==> config.mk <==
export PLATFORM = sky130hd
export DESIGN_NAME = tsr_top
export DESIGN_NICKNAME = d
export VERILOG_FILES = /design/src/rtl/tsr_unused_placeholder_none.sv /design/src/rtl/tsr_pkg.sv /design/src/rtl/tsr_top.sv
export SDC_FILE = /design/constraint.sdc
export NUM_CORES = 1
export LEC_CHECK = 0
export BUFFER_PORTS_ARGS = -buffer_cell sky130_fd_sc_hd__buf_2
export CAP_MARGIN = 0
export CORE_ASPECT_RATIO = 0.7
export CORE_MARGIN = 8
export CORE_UTILIZATION = 26
export CTS_BUF_LIST = sky130_fd_sc_hd__clkbuf_4
export CTS_CLUSTER_DIAMETER = 40
export DETAILED_ROUTE_END_ITERATION = 7
export PLACE_DENSITY_LB_ADDON = 0.25
export SYNTH_ARGS = -nofsm -noshare
export SYNTH_HDL_FRONTEND = slang
export SYNTH_SLANG_ARGS = --single-unit
==> constraint.sdc <==
create_clock -name clk -period 7.17 [get_ports clk]
set_clock_uncertainty 0.1 [all_clocks]
set_input_delay 0.717 -clock clk [delete_from_list [all_inputs] [get_ports clk]]
set_output_delay 0.717 -clock clk [all_outputs]
set_load 0.05 [all_outputs]
==> src/rtl/tsr_unused_placeholder_none.sv <==
// Intentionally empty companion file; all logic lives in the top module.
// Assumes nothing.

==> src/rtl/tsr_pkg.sv <==
// Constants, register map and state encoding of the temperature sensor register block.
// Assumes a 125 MHz system clock; shared by the design and its bench.
package tsr_pkg;
	// Register selector decode.
	localparam logic [2:0] SEL_TEMP = 3'h0;
	localparam logic [2:0] SEL_CFG = 3'h1;
	localparam logic [2:0] SEL_HYST = 3'h2;
	localparam logic [2:0] SEL_OTEMP = 3'h3;
	localparam logic [2:0] SEL_TRIG = 3'h4;
	// Power-on values.
	localparam logic [7:0] SELECTOR_RST = 8'h00;
	localparam logic [15:0] TEMP_RST = 16'h0000;
	localparam logic [7:0] CFG_RST = 8'h00;
	localparam logic [15:0] HYST_RST = 16'h4b00;
	localparam logic [15:0] OTEMP_RST = 16'h5000;
	// Configuration fields.
	localparam int CFG_SHUTDOWN = 0;
	localparam int CFG_INT_MODE = 1;
	localparam int CFG_POLARITY = 2;
	localparam int CFG_QUEUE_LO = 3;
	localparam int CFG_QUEUE_HI = 4;
	localparam int CFG_ONE_SHOT = 5;
	// Fault counts selected by the queue field.
	localparam logic [2:0] QUEUE_N0 = 3'h1;
	localparam logic [2:0] QUEUE_N1 = 3'h2;
	localparam logic [2:0] QUEUE_N2 = 3'h4;
	localparam logic [2:0] QUEUE_N3 = 3'h6;
	// Serial address: fixed upper bits, then three pins.
	localparam logic [3:0] ADDR_FIXED = 4'h9;
	// Timing.
	localparam int CLK_KHZ = 125000;
	localparam int CONV_PERIOD_MS = 60;
	localparam int CONV_CYCLES = CONV_PERIOD_MS * CLK_KHZ;
	localparam int TIMEOUT_MS = 25;
	localparam int TIMEOUT_CYCLES = TIMEOUT_MS * CLK_KHZ;
	// Serial engine states.
	typedef enum logic [6:0] {
		ST_IDLE = 7'b0000001,
		ST_ADDR = 7'b0000010,
		ST_ADDR_ACK = 7'b0000100,
		ST_WR_BYTE = 7'b0001000,
		ST_WR_ACK = 7'b0010000,
		ST_RD_BYTE = 7'b0100000,
		ST_RD_ACK = 7'b1000000
	} tsr_state_t;
endpackage

==> src/rtl/tsr_top.sv <==
// Two-wire temperature sensor: serial slave, register bank, conversion timing and fault queue.
// Assumes scl and sda_i are already synchronous to clk and that adc_data holds the converter result.
// Notes on behaviour
// - A measurement beyond the active limit counts as a fault.
// - Output event only after the configured faults in a row; a clean sample restarts.
// - Configuration bits 4:3 pick 1, 2, 4 or 6 faults.
// - Selector is write-only; its low three bits pick the target register.
// - Selector is zero after reset, so reads start at the temperature.
// - Selector 0 temperature, 1 configuration, 2 hysteresis, 3 over-temperature, 4 trigger.
// - Selector, configuration, trigger are 8 bits; temperature and limits are 16.
// - Temperature is read-only; writes to it change nothing.
// - Reset values: temperature 0x0000, config 0x00, hysteresis 0x4b00, limit 0x5000.
// - Temperature is two's complement with the sign in bit 15.
// - Sixteen-bit registers are sent high byte first, then low byte.
// - With one-shot mode and shutdown both clear a conversion starts every 60 ms.
// - In one-shot mode each trigger write runs exactly one conversion.
// - Configuration bit 2 sets output polarity: 0 active low, 1 active high.
// - Configuration bit 1 picks comparator (0) or interrupt (1) mode.
// - Shutdown stops periodic conversions, but one-shot trigger writes still convert; the serial registers stay reachable.
// - Bus address is 1001 plus the three address pins, sampled continuously.
// - Limit writes carry two data bytes, configuration writes one.
// - With no data-line activity for the timeout the slave releases and idles.
`timescale 1ns/1ps
`default_nettype none
module tsr_top #(
	parameter int CONV_CYCLES = tsr_pkg::CONV_CYCLES,
	parameter int TIMEOUT_CYCLES = tsr_pkg::TIMEOUT_CYCLES
) (
	input wire logic clk,
	input wire logic srst,
	input wire logic scl,
	input wire logic sda_i,
	output logic sda_o,
	output logic sda_oe,
	input wire logic addr_pin2,
	input wire logic addr_pin1,
	input wire logic addr_pin0,
	input wire logic [11:0] adc_data,
	output logic adc_power,
	output logic over_limit_output
);
	tsr_pkg::tsr_state_t state_reg, state_next;
	logic scl_prev_reg, sda_prev_reg;
	logic [7:0] shift_reg, shift_next;
	logic [3:0] bit_cnt_reg, bit_cnt_next;
	logic [1:0] byte_idx_reg, byte_idx_next;
	logic rw_reg, rw_next;
	logic nack_reg, nack_next;
	logic sda_oe_reg, sda_oe_next;
	logic [7:0] selector_reg;
	logic [7:0] cfg_reg;
	logic [7:0] trig_reg;
	logic [15:0] temp_reg, hyst_reg, otemp_reg;
	logic [7:0] hi_byte_reg;
	logic [31:0] conv_cnt_reg;
	logic [31:0] idle_cnt_reg;
	logic [2:0] fault_cnt_reg;
	logic hunt_high_reg;
	logic active_reg;
	logic out_reg;
	logic power_reg;

	// Bus conditions.
	wire scl_rise = scl & ~scl_prev_reg;
	wire scl_fall = ~scl & scl_prev_reg;
	wire start_cond = scl & scl_prev_reg & sda_prev_reg & ~sda_i;
	wire stop_cond = scl & scl_prev_reg & ~sda_prev_reg & sda_i;
	wire timeout = (state_reg != tsr_pkg::ST_IDLE) && (idle_cnt_reg >= 32'(TIMEOUT_CYCLES - 1));
	wire [6:0] my_addr = {tsr_pkg::ADDR_FIXED, addr_pin2, addr_pin1, addr_pin0};
	wire addr_hit = (shift_reg[7:1] == my_addr);
	wire [2:0] sel = selector_reg[2:0];
	wire byte_done = scl_fall && (bit_cnt_reg == 4'h8);

	// Write commit: byte 0 goes to the selector, later bytes to the selected register.
	wire wr_commit = (state_reg == tsr_pkg::ST_WR_BYTE) && byte_done;
	wire wr_sel = wr_commit && (byte_idx_reg == 2'h0);
	wire wr_cfg = wr_commit && (byte_idx_reg == 2'h1) && (sel == tsr_pkg::SEL_CFG);
	wire wr_trig = wr_commit && (byte_idx_reg == 2'h1) && (sel == tsr_pkg::SEL_TRIG);
	wire wr_hi = wr_commit && (byte_idx_reg == 2'h1);
	wire wr_lo = wr_commit && (byte_idx_reg == 2'h2);
	wire wr_hyst = wr_lo && (sel == tsr_pkg::SEL_HYST);
	wire wr_otemp = wr_lo && (sel == tsr_pkg::SEL_OTEMP);
	// A read of any register is taken at the address acknowledge of a read transfer.
	wire rd_start = (state_reg == tsr_pkg::ST_ADDR_ACK) && scl_fall && rw_reg;

	// Read data: sixteen-bit registers give the high byte on even bytes, low byte on odd ones.
	wire is_wide = (sel == tsr_pkg::SEL_TEMP) || (sel == tsr_pkg::SEL_HYST) || (sel == tsr_pkg::SEL_OTEMP);
	wire [15:0] wide_val = (sel == tsr_pkg::SEL_TEMP) ? temp_reg :
		(sel == tsr_pkg::SEL_HYST) ? hyst_reg : otemp_reg;
	wire [7:0] narrow_val = (sel == tsr_pkg::SEL_CFG) ? cfg_reg :
		(sel == tsr_pkg::SEL_TRIG) ? trig_reg : 8'h00;
	wire [7:0] rd_byte_hi = is_wide ? wide_val[15:8] : narrow_val;
	wire [7:0] rd_byte_lo = is_wide ? wide_val[7:0] : narrow_val;

	always_comb begin
		state_next = state_reg;
		shift_next = shift_reg;
		bit_cnt_next = bit_cnt_reg;
		byte_idx_next = byte_idx_reg;
		rw_next = rw_reg;
		nack_next = nack_reg;
		sda_oe_next = sda_oe_reg;
		if (stop_cond || timeout) begin
			state_next = tsr_pkg::ST_IDLE;
			sda_oe_next = 1'b0;
		end else if (start_cond) begin
			state_next = tsr_pkg::ST_ADDR;
			bit_cnt_next = 4'h0;
			byte_idx_next = 2'h0;
			sda_oe_next = 1'b0;
		end else begin
			unique case (state_reg)
				tsr_pkg::ST_IDLE: begin
					sda_oe_next = 1'b0;
				end
				tsr_pkg::ST_ADDR, tsr_pkg::ST_WR_BYTE: begin
					if (scl_rise) begin
						shift_next = {shift_reg[6:0], sda_i};
						bit_cnt_next = bit_cnt_reg + 4'h1;
					end
					if (byte_done && state_reg == tsr_pkg::ST_ADDR) begin
						if (addr_hit) begin
							state_next = tsr_pkg::ST_ADDR_ACK;
							rw_next = shift_reg[0];
							sda_oe_next = 1'b1;
						end else begin
							state_next = tsr_pkg::ST_IDLE;
						end
					end else if (byte_done) begin
						state_next = tsr_pkg::ST_WR_ACK;
						sda_oe_next = 1'b1;
						if (byte_idx_reg != 2'h3) begin
							byte_idx_next = byte_idx_reg + 2'h1;
						end
					end
				end
				tsr_pkg::ST_ADDR_ACK: begin
					if (scl_fall) begin
						bit_cnt_next = 4'h0;
						if (rw_reg) begin
							state_next = tsr_pkg::ST_RD_BYTE;
							shift_next = rd_byte_hi;
							sda_oe_next = ~rd_byte_hi[7];
						end else begin
							state_next = tsr_pkg::ST_WR_BYTE;
							sda_oe_next = 1'b0;
						end
					end
				end
				tsr_pkg::ST_WR_ACK: begin
					if (scl_fall) begin
						state_next = tsr_pkg::ST_WR_BYTE;
						bit_cnt_next = 4'h0;
						sda_oe_next = 1'b0;
					end
				end
				tsr_pkg::ST_RD_BYTE: begin
					if (scl_fall) begin
						if (bit_cnt_reg == 4'h7) begin
							state_next = tsr_pkg::ST_RD_ACK;
							sda_oe_next = 1'b0;
						end else begin
							shift_next = {shift_reg[6:0], 1'b0};
							bit_cnt_next = bit_cnt_reg + 4'h1;
							sda_oe_next = ~shift_reg[6];
						end
					end
				end
				tsr_pkg::ST_RD_ACK: begin
					if (scl_rise) begin
						nack_next = sda_i;
					end
					if (scl_fall) begin
						if (nack_reg) begin
							state_next = tsr_pkg::ST_IDLE;
						end else begin
							state_next = tsr_pkg::ST_RD_BYTE;
							bit_cnt_next = 4'h0;
							byte_idx_next = byte_idx_reg ^ 2'h1;
							shift_next = byte_idx_reg[0] ? rd_byte_hi : rd_byte_lo;
							sda_oe_next = byte_idx_reg[0] ? ~rd_byte_hi[7] : ~rd_byte_lo[7];
						end
					end
				end
			endcase
		end
	end

	always_ff @(posedge clk) begin
		if (srst) begin
			state_reg <= tsr_pkg::ST_IDLE;
			scl_prev_reg <= 1'b1;
			sda_prev_reg <= 1'b1;
			shift_reg <= 8'h00;
			bit_cnt_reg <= 4'h0;
			byte_idx_reg <= 2'h0;
			rw_reg <= 1'b0;
			nack_reg <= 1'b0;
			sda_oe_reg <= 1'b0;
		end else begin
			state_reg <= state_next;
			scl_prev_reg <= scl;
			sda_prev_reg <= sda_i;
			shift_reg <= shift_next;
			bit_cnt_reg <= bit_cnt_next;
			byte_idx_reg <= byte_idx_next;
			rw_reg <= rw_next;
			nack_reg <= nack_next;
			sda_oe_reg <= sda_oe_next;
		end
	end

	// Any data-line change restarts the stall timer.
	always_ff @(posedge clk) begin
		if (srst || state_reg == tsr_pkg::ST_IDLE || sda_i != sda_prev_reg) begin
			idle_cnt_reg <= 32'h0;
		end else begin
			idle_cnt_reg <= idle_cnt_reg + 32'h1;
		end
	end

	// Register bank; temperature has no host write path at all.
	always_ff @(posedge clk) begin
		if (srst) begin
			selector_reg <= tsr_pkg::SELECTOR_RST;
			cfg_reg <= tsr_pkg::CFG_RST;
			hyst_reg <= tsr_pkg::HYST_RST;
			otemp_reg <= tsr_pkg::OTEMP_RST;
			trig_reg <= 8'h00;
			hi_byte_reg <= 8'h00;
		end else begin
			if (wr_sel) begin
				selector_reg <= shift_reg;
			end
			if (wr_cfg) begin
				cfg_reg <= shift_reg;
			end
			if (wr_trig) begin
				trig_reg <= shift_reg;
			end
			if (wr_hi) begin
				hi_byte_reg <= shift_reg;
			end
			if (wr_hyst) begin
				hyst_reg <= {hi_byte_reg, shift_reg};
			end
			if (wr_otemp) begin
				otemp_reg <= {hi_byte_reg, shift_reg};
			end
		end
	end

	// Conversion timing.
	wire one_shot_mode = cfg_reg[tsr_pkg::CFG_ONE_SHOT];
	wire shutdown = cfg_reg[tsr_pkg::CFG_SHUTDOWN];
	wire running = ~one_shot_mode & ~shutdown;
	wire period_end = running && (conv_cnt_reg >= 32'(CONV_CYCLES - 1));
	wire conv_pulse = period_end || (one_shot_mode && wr_trig);

	always_ff @(posedge clk) begin
		if (srst || conv_pulse || !running) begin
			conv_cnt_reg <= 32'h0;
		end else begin
			conv_cnt_reg <= conv_cnt_reg + 32'h1;
		end
	end

	// Fault queue: hunt for the over limit, then for a drop below hysteresis.
	wire [15:0] sample = {adc_data, 4'h0};
	wire above_otemp = $signed(sample[15:4]) > $signed(otemp_reg[15:4]);
	wire below_hyst = $signed(sample[15:4]) < $signed(hyst_reg[15:4]);
	wire is_fault = hunt_high_reg ? above_otemp : below_hyst;
	logic [2:0] need;
	always_comb begin
		unique case (cfg_reg[tsr_pkg::CFG_QUEUE_HI:tsr_pkg::CFG_QUEUE_LO])
			2'h0: need = tsr_pkg::QUEUE_N0;
			2'h1: need = tsr_pkg::QUEUE_N1;
			2'h2: need = tsr_pkg::QUEUE_N2;
			2'h3: need = tsr_pkg::QUEUE_N3;
		endcase
	end
	wire trip = conv_pulse && is_fault && (fault_cnt_reg + 3'h1 == need);
	wire int_mode = cfg_reg[tsr_pkg::CFG_INT_MODE];

	always_ff @(posedge clk) begin
		if (srst) begin
			temp_reg <= tsr_pkg::TEMP_RST;
			fault_cnt_reg <= 3'h0;
			hunt_high_reg <= 1'b1;
			active_reg <= 1'b0;
		end else begin
			if (conv_pulse) begin
				temp_reg <= sample;
				fault_cnt_reg <= (is_fault && !trip) ? fault_cnt_reg + 3'h1 : 3'h0;
			end
			if (trip) begin
				hunt_high_reg <= ~hunt_high_reg;
			end
			// A trip in the cycle of a read wins over the read's clear.
			if (trip) begin
				active_reg <= int_mode ? 1'b1 : hunt_high_reg;
			end else if (int_mode && rd_start) begin
				active_reg <= 1'b0;
			end
		end
	end

	always_ff @(posedge clk) begin
		if (srst) begin
			out_reg <= 1'b1;
			power_reg <= 1'b1;
		end else begin
			out_reg <= cfg_reg[tsr_pkg::CFG_POLARITY] ? active_reg : ~active_reg;
			power_reg <= running | conv_pulse;
		end
	end

	assign sda_o = 1'b0;
	assign sda_oe = sda_oe_reg;
	assign adc_power = power_reg;
	assign over_limit_output = out_reg;
endmodule
`default_nettype wire

==> results.json, run 1 <==
{
  "maxSlewViolCount": 0,
  "grt_max_degree": 53,
  "ys.flop_type": "dfxtp_1",
  "seq_area_frac_synth_pct": 40.8,
  "reg2reg_to": "active_reg",
  "worstPathRequired_ns": 7.59,
  "htree_levels": 4,
  "num_rows": 54,
  "dp_slack_ns": 3.89,
  "p_per_area_nw_per_um2": 184,
  "cts_setup_buffers": 0,
  "synthArstFlopShare_pct": 0,
  "hold_ws_ns": 0.279,
  "holdBufCountCts": 0,
  "max_freq_ghz": 0.300,
  "cts_root_buf": "clkbuf_4",
  "port_buffers": 21,
  "ant_nets": 0,
  "die_area_um2": 37700,
  "synth_edf_count": 0,
  "clockBufferDepth": 2,
  "grt_overflow_total": 0,
  "final_area_um2": 9100,
  "numCtsBuffers": 17,
  "die_x_um": 229,
  "r2r_cells": 7,
  "crit_path_end_kind": "flip-flop",
  "ir_drop_mv": 0.0679,
  "synth_area_leaders": "dfxtp_1 41%, nand2_1 6.5%, nor2_1 5.6%",
  "grt_pass1_wl_mm": 36.3,
  "finalSetupViolCount": 0,
  "mostFrequentLayoutCells": "168 x dfxtp_1, 143 x nand2_1, 122 x nor2_1",
  "fillerInstances": 3349,
  "dr.pass1.iters": 5,
  "synth_top_area_cell": "dfxtp_1",
  "p_int_mw": 1.25,
  "synth_area_um2": 8240,
  "path_clk_slew_ns": 0.15,
  "period_needed_ns": 3.34,
  "via_count": 6875,
  "final_hold_viol_count": 0,
  "r2r_slack_ns": 3.83,
  "gp_congestion": 0.901,
  "power_frac_comb_pct": 4.7,
  "ys_ff_latch": 168,
  "timing.max_slew.rel_slack_pct": 20.2,
  "wl_per_cell_um": 15.7,
  "drive_above_1_share_pct": 7.94,
  "max_cap_violations": 0,
  "initial_core_util_pct": 26.4,
  "yosys_warnings": 0,
  "pin_count": 23,
  "cts_tree": "done",
  "arrival_ns": 3.76,
  "nets": 1058,
  "initialDrtViolationCount": 678,
  "area_growth_pct": 10.5,
  "syn_avg_cell_area_um2": 8.24,
  "clock_latency_ns": 0.62,
  "path_class": "flip-flop to flip-flop",
  "die_y_um": 165,
  "post_dp_cell_area_um2": 8770,
  "layout_commonest_cell": "dfxtp_1",
  "drc": 0,
  "p_leak_nw": 3.24,
  "dp_hpwl_mm": 16.2,
  "crit_path_start_kind": "flip-flop",
  "core_um2": 31100,
  "p_switching_mw": 0.425,
  "worstSetupEndpoint": "active_reg",
  "worst_pin_slew_ns": 1.19,
  "yosysTopAreaCellShare_pct": 40.8,
  "yosysUniqueCellTypes": 71,
  "seqPwrFrac_pct": 57.0,
  "numClockSinks": 168,
  "antenna_found_initial": 1,
  "period_share_pct": 46.6,
  "power_mw": 1.67,
  "path_cells": "nor2b_1 -> nand3_1 -> nor3_2 -> buf_4 -> o2bb2ai_2 -> nand4_1 -> o41ai_1",
  "track_usage_pct": 12.2,
  "crit_fanout": 15,
  "worst_slack_ns": 3.83,
  "sw_frac_of_total_pct": 25.4,
  "setup-tns-final_ns": 0,
  "viasPerCell": 4.77,
  "reg2reg_from": "selector_reg[2]",
  "grt_pass1_vias": 6321,
  "clock_power_share_pct": 38.3,
  "critPathMaxStageDelay_ns": 0.69,
  "synthCells": 999,
  "wirelength_mm": 22.6,
  "grt_setup_unrepaired": "no",
  "ctsResizeCount": 0,
  "cp_slowest_cell": "nor2b_1",
  "crit_start": "selector_reg[2]",
  "hold_path_class": "input pin to flip-flop",
  "status": "finished, final reports clean"
}
## cell families after synthesis
logic type	after synthesis	share of synthesized area, %
compound gates	170	13.3
xor+xnor	55	5.85
fa+ha+maj	32	4.86
buf+inv	92	4.48
flops	168	40.8
mux	45	5.51
other cells	1	0.0455
simple gates	436	25.1
## routing by layer
layer  wire, µm  GRT usage, %
met1      12700          18.9
met3       1350          3.40
met2       8310          15.6
met4        248          3.43
met5          0             0
## worst min-delay path by stage
stage	startpoint	endpoint	slack (ns)	cells past startpoint
floorplan	idle_cnt_reg[0]	idle_cnt_reg[0]	0.33	1
global placement	conv_cnt_reg[0]	conv_cnt_reg[0]	0.34	1
detailed placement	hyst_reg[2]	hyst_reg[2]	0.35	2
CTS	scl	scl_prev_reg	0.21	2
global route	scl	scl_prev_reg	0.23	2
finish	adc_data[5]	temp_reg[9]	0.28	3
## power by group through the flow
stage	clock network [mW]	logic, mW	registers [mW]
floorplan	0	0.0500	0.972
global placement	0	0.0779	0.973
detailed placement	0	0.0781	0.973
CTS	0.661	0.0785	0.953
global route	0.700	0.0878	0.955
finish	0.640	0.0788	0.953
## Yosys cell counts (all sizes together), types with 3 or more instances
cell type	instances
ha	32
nor2b	12
a211oi	4
xnor2	18
a22oi	14
and3	10
and4	8
clkbuf	43
or4	6
nand2	143
a211o	3
nor3	25
nand2b	6
or3	5
buf	7
o22ai	4
mux2i	42
nand4	24
a21oi	68
mux2	3
and2	4
nand3	43
or2	5
inv	42
a221oi	3
o21ai	21
a21o	12
a22o	4
nor2	123
xor2	37
dfxtp	168
o211ai	13
nor4	9
## critical path, delay by kind of cell (launching register included)
kind                   cells  cell delay [ns]
AOI/OAI and AO/OA          2             0.92
buffers and inverters      1             0.25
DFF                        1             0.57
and+or+nand+nor            4             1.40
## per-stage QoR
| step | instances | utilization [%] |
|---|---|---|
| finish | 1441 | 29.2 |
| detailed placement | 1408 | 28.2 |
| global placement | 1408 | 28.2 |
| CTS | 1440 | 29.2 |
| floorplan | 1008 | - |
| global route | 1441 | 29.2 |
## cell type report
class | count | area (µm²) | share of cell area [%]
antenna | 1 | 2.50 | 0.0275
clock buffer | 17 | 128 | 1.40
clock inverter | 15 | 201 | 2.21
inverter | 42 | 158 | 1.73
multi-input combinational | 748 | 4550 | 50.0
sequential | 168 | 3360 | 37.0
tap | 420 | 526 | 5.77
timing repair buffer | 30 | 173 | 1.90
Note: power is estimated with default switching activity, not from simulation.
==> run 2, diff against run 1 <==
Clock period 7.17 ns to 3.25 ns, I/O delays scaled along.
==> results.json, run 2 (synthesis results as in run 1) <==
{
  "status": "finished, final reports clean",
  "drive_above_1_share_pct": 9.12,
  "drc": 0,
  "initialDrtViolationCount": 516,
  "die_y_um": 165,
  "dp_slack_ns": 0.422,
  "cts_tree": "done",
  "port_buffers": 21,
  "crit_path_start_kind": "flip-flop",
  "grt_pass1_vias": 6354,
  "path_class": "flip-flop to flip-flop",
  "wirelength_mm": 22.9,
  "viasPerCell": 4.76,
  "period_share_pct": 87.3,
  "grt_max_degree": 44,
  "core_um2": 31100,
  "track_usage_pct": 12.2,
  "antenna_found_initial": 1,
  "ctsResizeCount": 0,
  "via_count": 7019,
  "timing.max_slew.rel_slack_pct": 48.0,
  "final_hold_viol_count": 0,
  "num_rows": 54,
  "pin_count": 23,
  "nets": 1093,
  "arrival_ns": 3.23,
  "worstPathRequired_ns": 3.65,
  "initial_core_util_pct": 26.4,
  "final_util_pct": 30.1,
  "dp_cells": 1429,
  "clockBufferDepth": 2,
  "grt_overflow_total": 0,
  "crit_path_end_kind": "flip-flop",
  "layout_commonest_cell": "dfxtp_1",
  "numClockSinks": 168,
  "die_x_um": 229,
  "wl_per_cell_um": 15.6,
  "grt_setup_unrepaired": "no",
  "die_area_um2": 37700,
  "power_mw": 3.63,
  "period_needed_ns": 2.84,
  "path_clk_slew_ns": 0.13,
  "maxSlewViolCount": 0,
  "worst_slack_ns": 0.413,
  "dp_hpwl_mm": 16.8,
  "max_freq_ghz": 0.352,
  "numCtsBuffers": 17,
  "finalSetupViolCount": 0,
  "fin_cells": 1474,
  "p_per_area_nw_per_um2": 387,
  "dr.pass1.iters": 5,
  "ir_drop_mv": 0.217,
  "grt_pass1_wl_mm": 36.4,
  "max_cap_violations": 0,
  "ant_nets": 0,
  "crit_fanout": 5,
  "p_leak_nw": 3.41,
  "mostFrequentLayoutCells": "168 x dfxtp_1, 143 x nand2_1, 123 x nor2_1",
  "clock_latency_ns": 0.60,
  "htree_levels": 4,
  "gp_congestion": 0.851,
  "setup-tns-final_ns": 0,
  "worst_pin_slew_ns": 0.775,
  "area_growth_pct": 13.7,
  "cts_root_buf": "clkbuf_4",
  "hold_path_class": "input pin to flip-flop"
}
-- run 2: cell count changes in the layout (fill, tap and decap cells not counted) --
cell and change:
buf_4 +21, dlygate4sd3_1 +14, clkinvlp_4 -5, clkinv_1 +3, clkinv_2 +2, clkinv_4 -2, clkbuf_4 +1, inv_6 -1
nor2_1 +1, nor2_2 -1
-- run 2: final timing paths --
check                 startpoint          endpoint  slack, ns  cells past startpoint
hold / removal              srst       temp_reg[5]       0.07                      2
setup / recovery    hyst_reg[15]  fault_cnt_reg[0]       0.41                      8
setup reg to reg    hyst_reg[15]  fault_cnt_reg[0]       0.41                      8
hold reg to reg   hi_byte_reg[3]     otemp_reg[11]       0.36                      2
-- run 2: per-layer routing --
metal  routed length (µm)  track usage, %  vias to the layer above
met2                 8350            15.5                      146
met1                13200            19.3                     3306
met5                    0               0                        -
met3                 1170            2.93                       16
li1                     -               -                     3551
met4                  227            3.49                        0
-- run 2: report_power, final --
part,switching [mW],total (mW),internal (mW)
Combinational,0.119,0.191,0.0718
Clock,0.734,1.33,0.597
Sequential,0.0202,2.10,2.08
-- run 2: cell type report --
class | instances | area [µm²]
fill | 3328 | 21800
multi-input combinational | 748 | 4550
sequential | 168 | 3360
tap | 420 | 526
timing repair buffer | 65 | 470
clock inverter | 12 | 159
inverter | 42 | 158
clock buffer | 18 | 135
antenna | 1 | 2.50
-- run 2: metrics by stage --
| step | cell area, µm² | hold WS, ns |
|---|---|---|
| 2_1_floorplan | 8270 | 0.326 |
| 3_3_place_gp | 8920 | 0.344 |
| 3_5_place_dp | 8920 | 0.348 |
| 4_1_cts | 9360 | 0.0193 |
| 5_1_grt | 9360 | 0.0316 |
| 6_report | 9360 | 0.0720 |
-- run 2: repair_timing --
action	in CTS	in global routing
endpoints found under the hold margin	15	0
buffers inserted	0	0
hold buffers	14	0
setup endpoints to repair	0	0
-- run 2: worst max-delay path, cell delays in order, from the launching register on --
cell	delay, ns
dfxtp_1	0.35
inv_1	0.08
ha_1	0.38
nand4_1	0.14
o221ai_1	0.43
a2111oi_0	0.14
a211oi_1	0.68
nor2_1	0.16
mux2_2	0.29
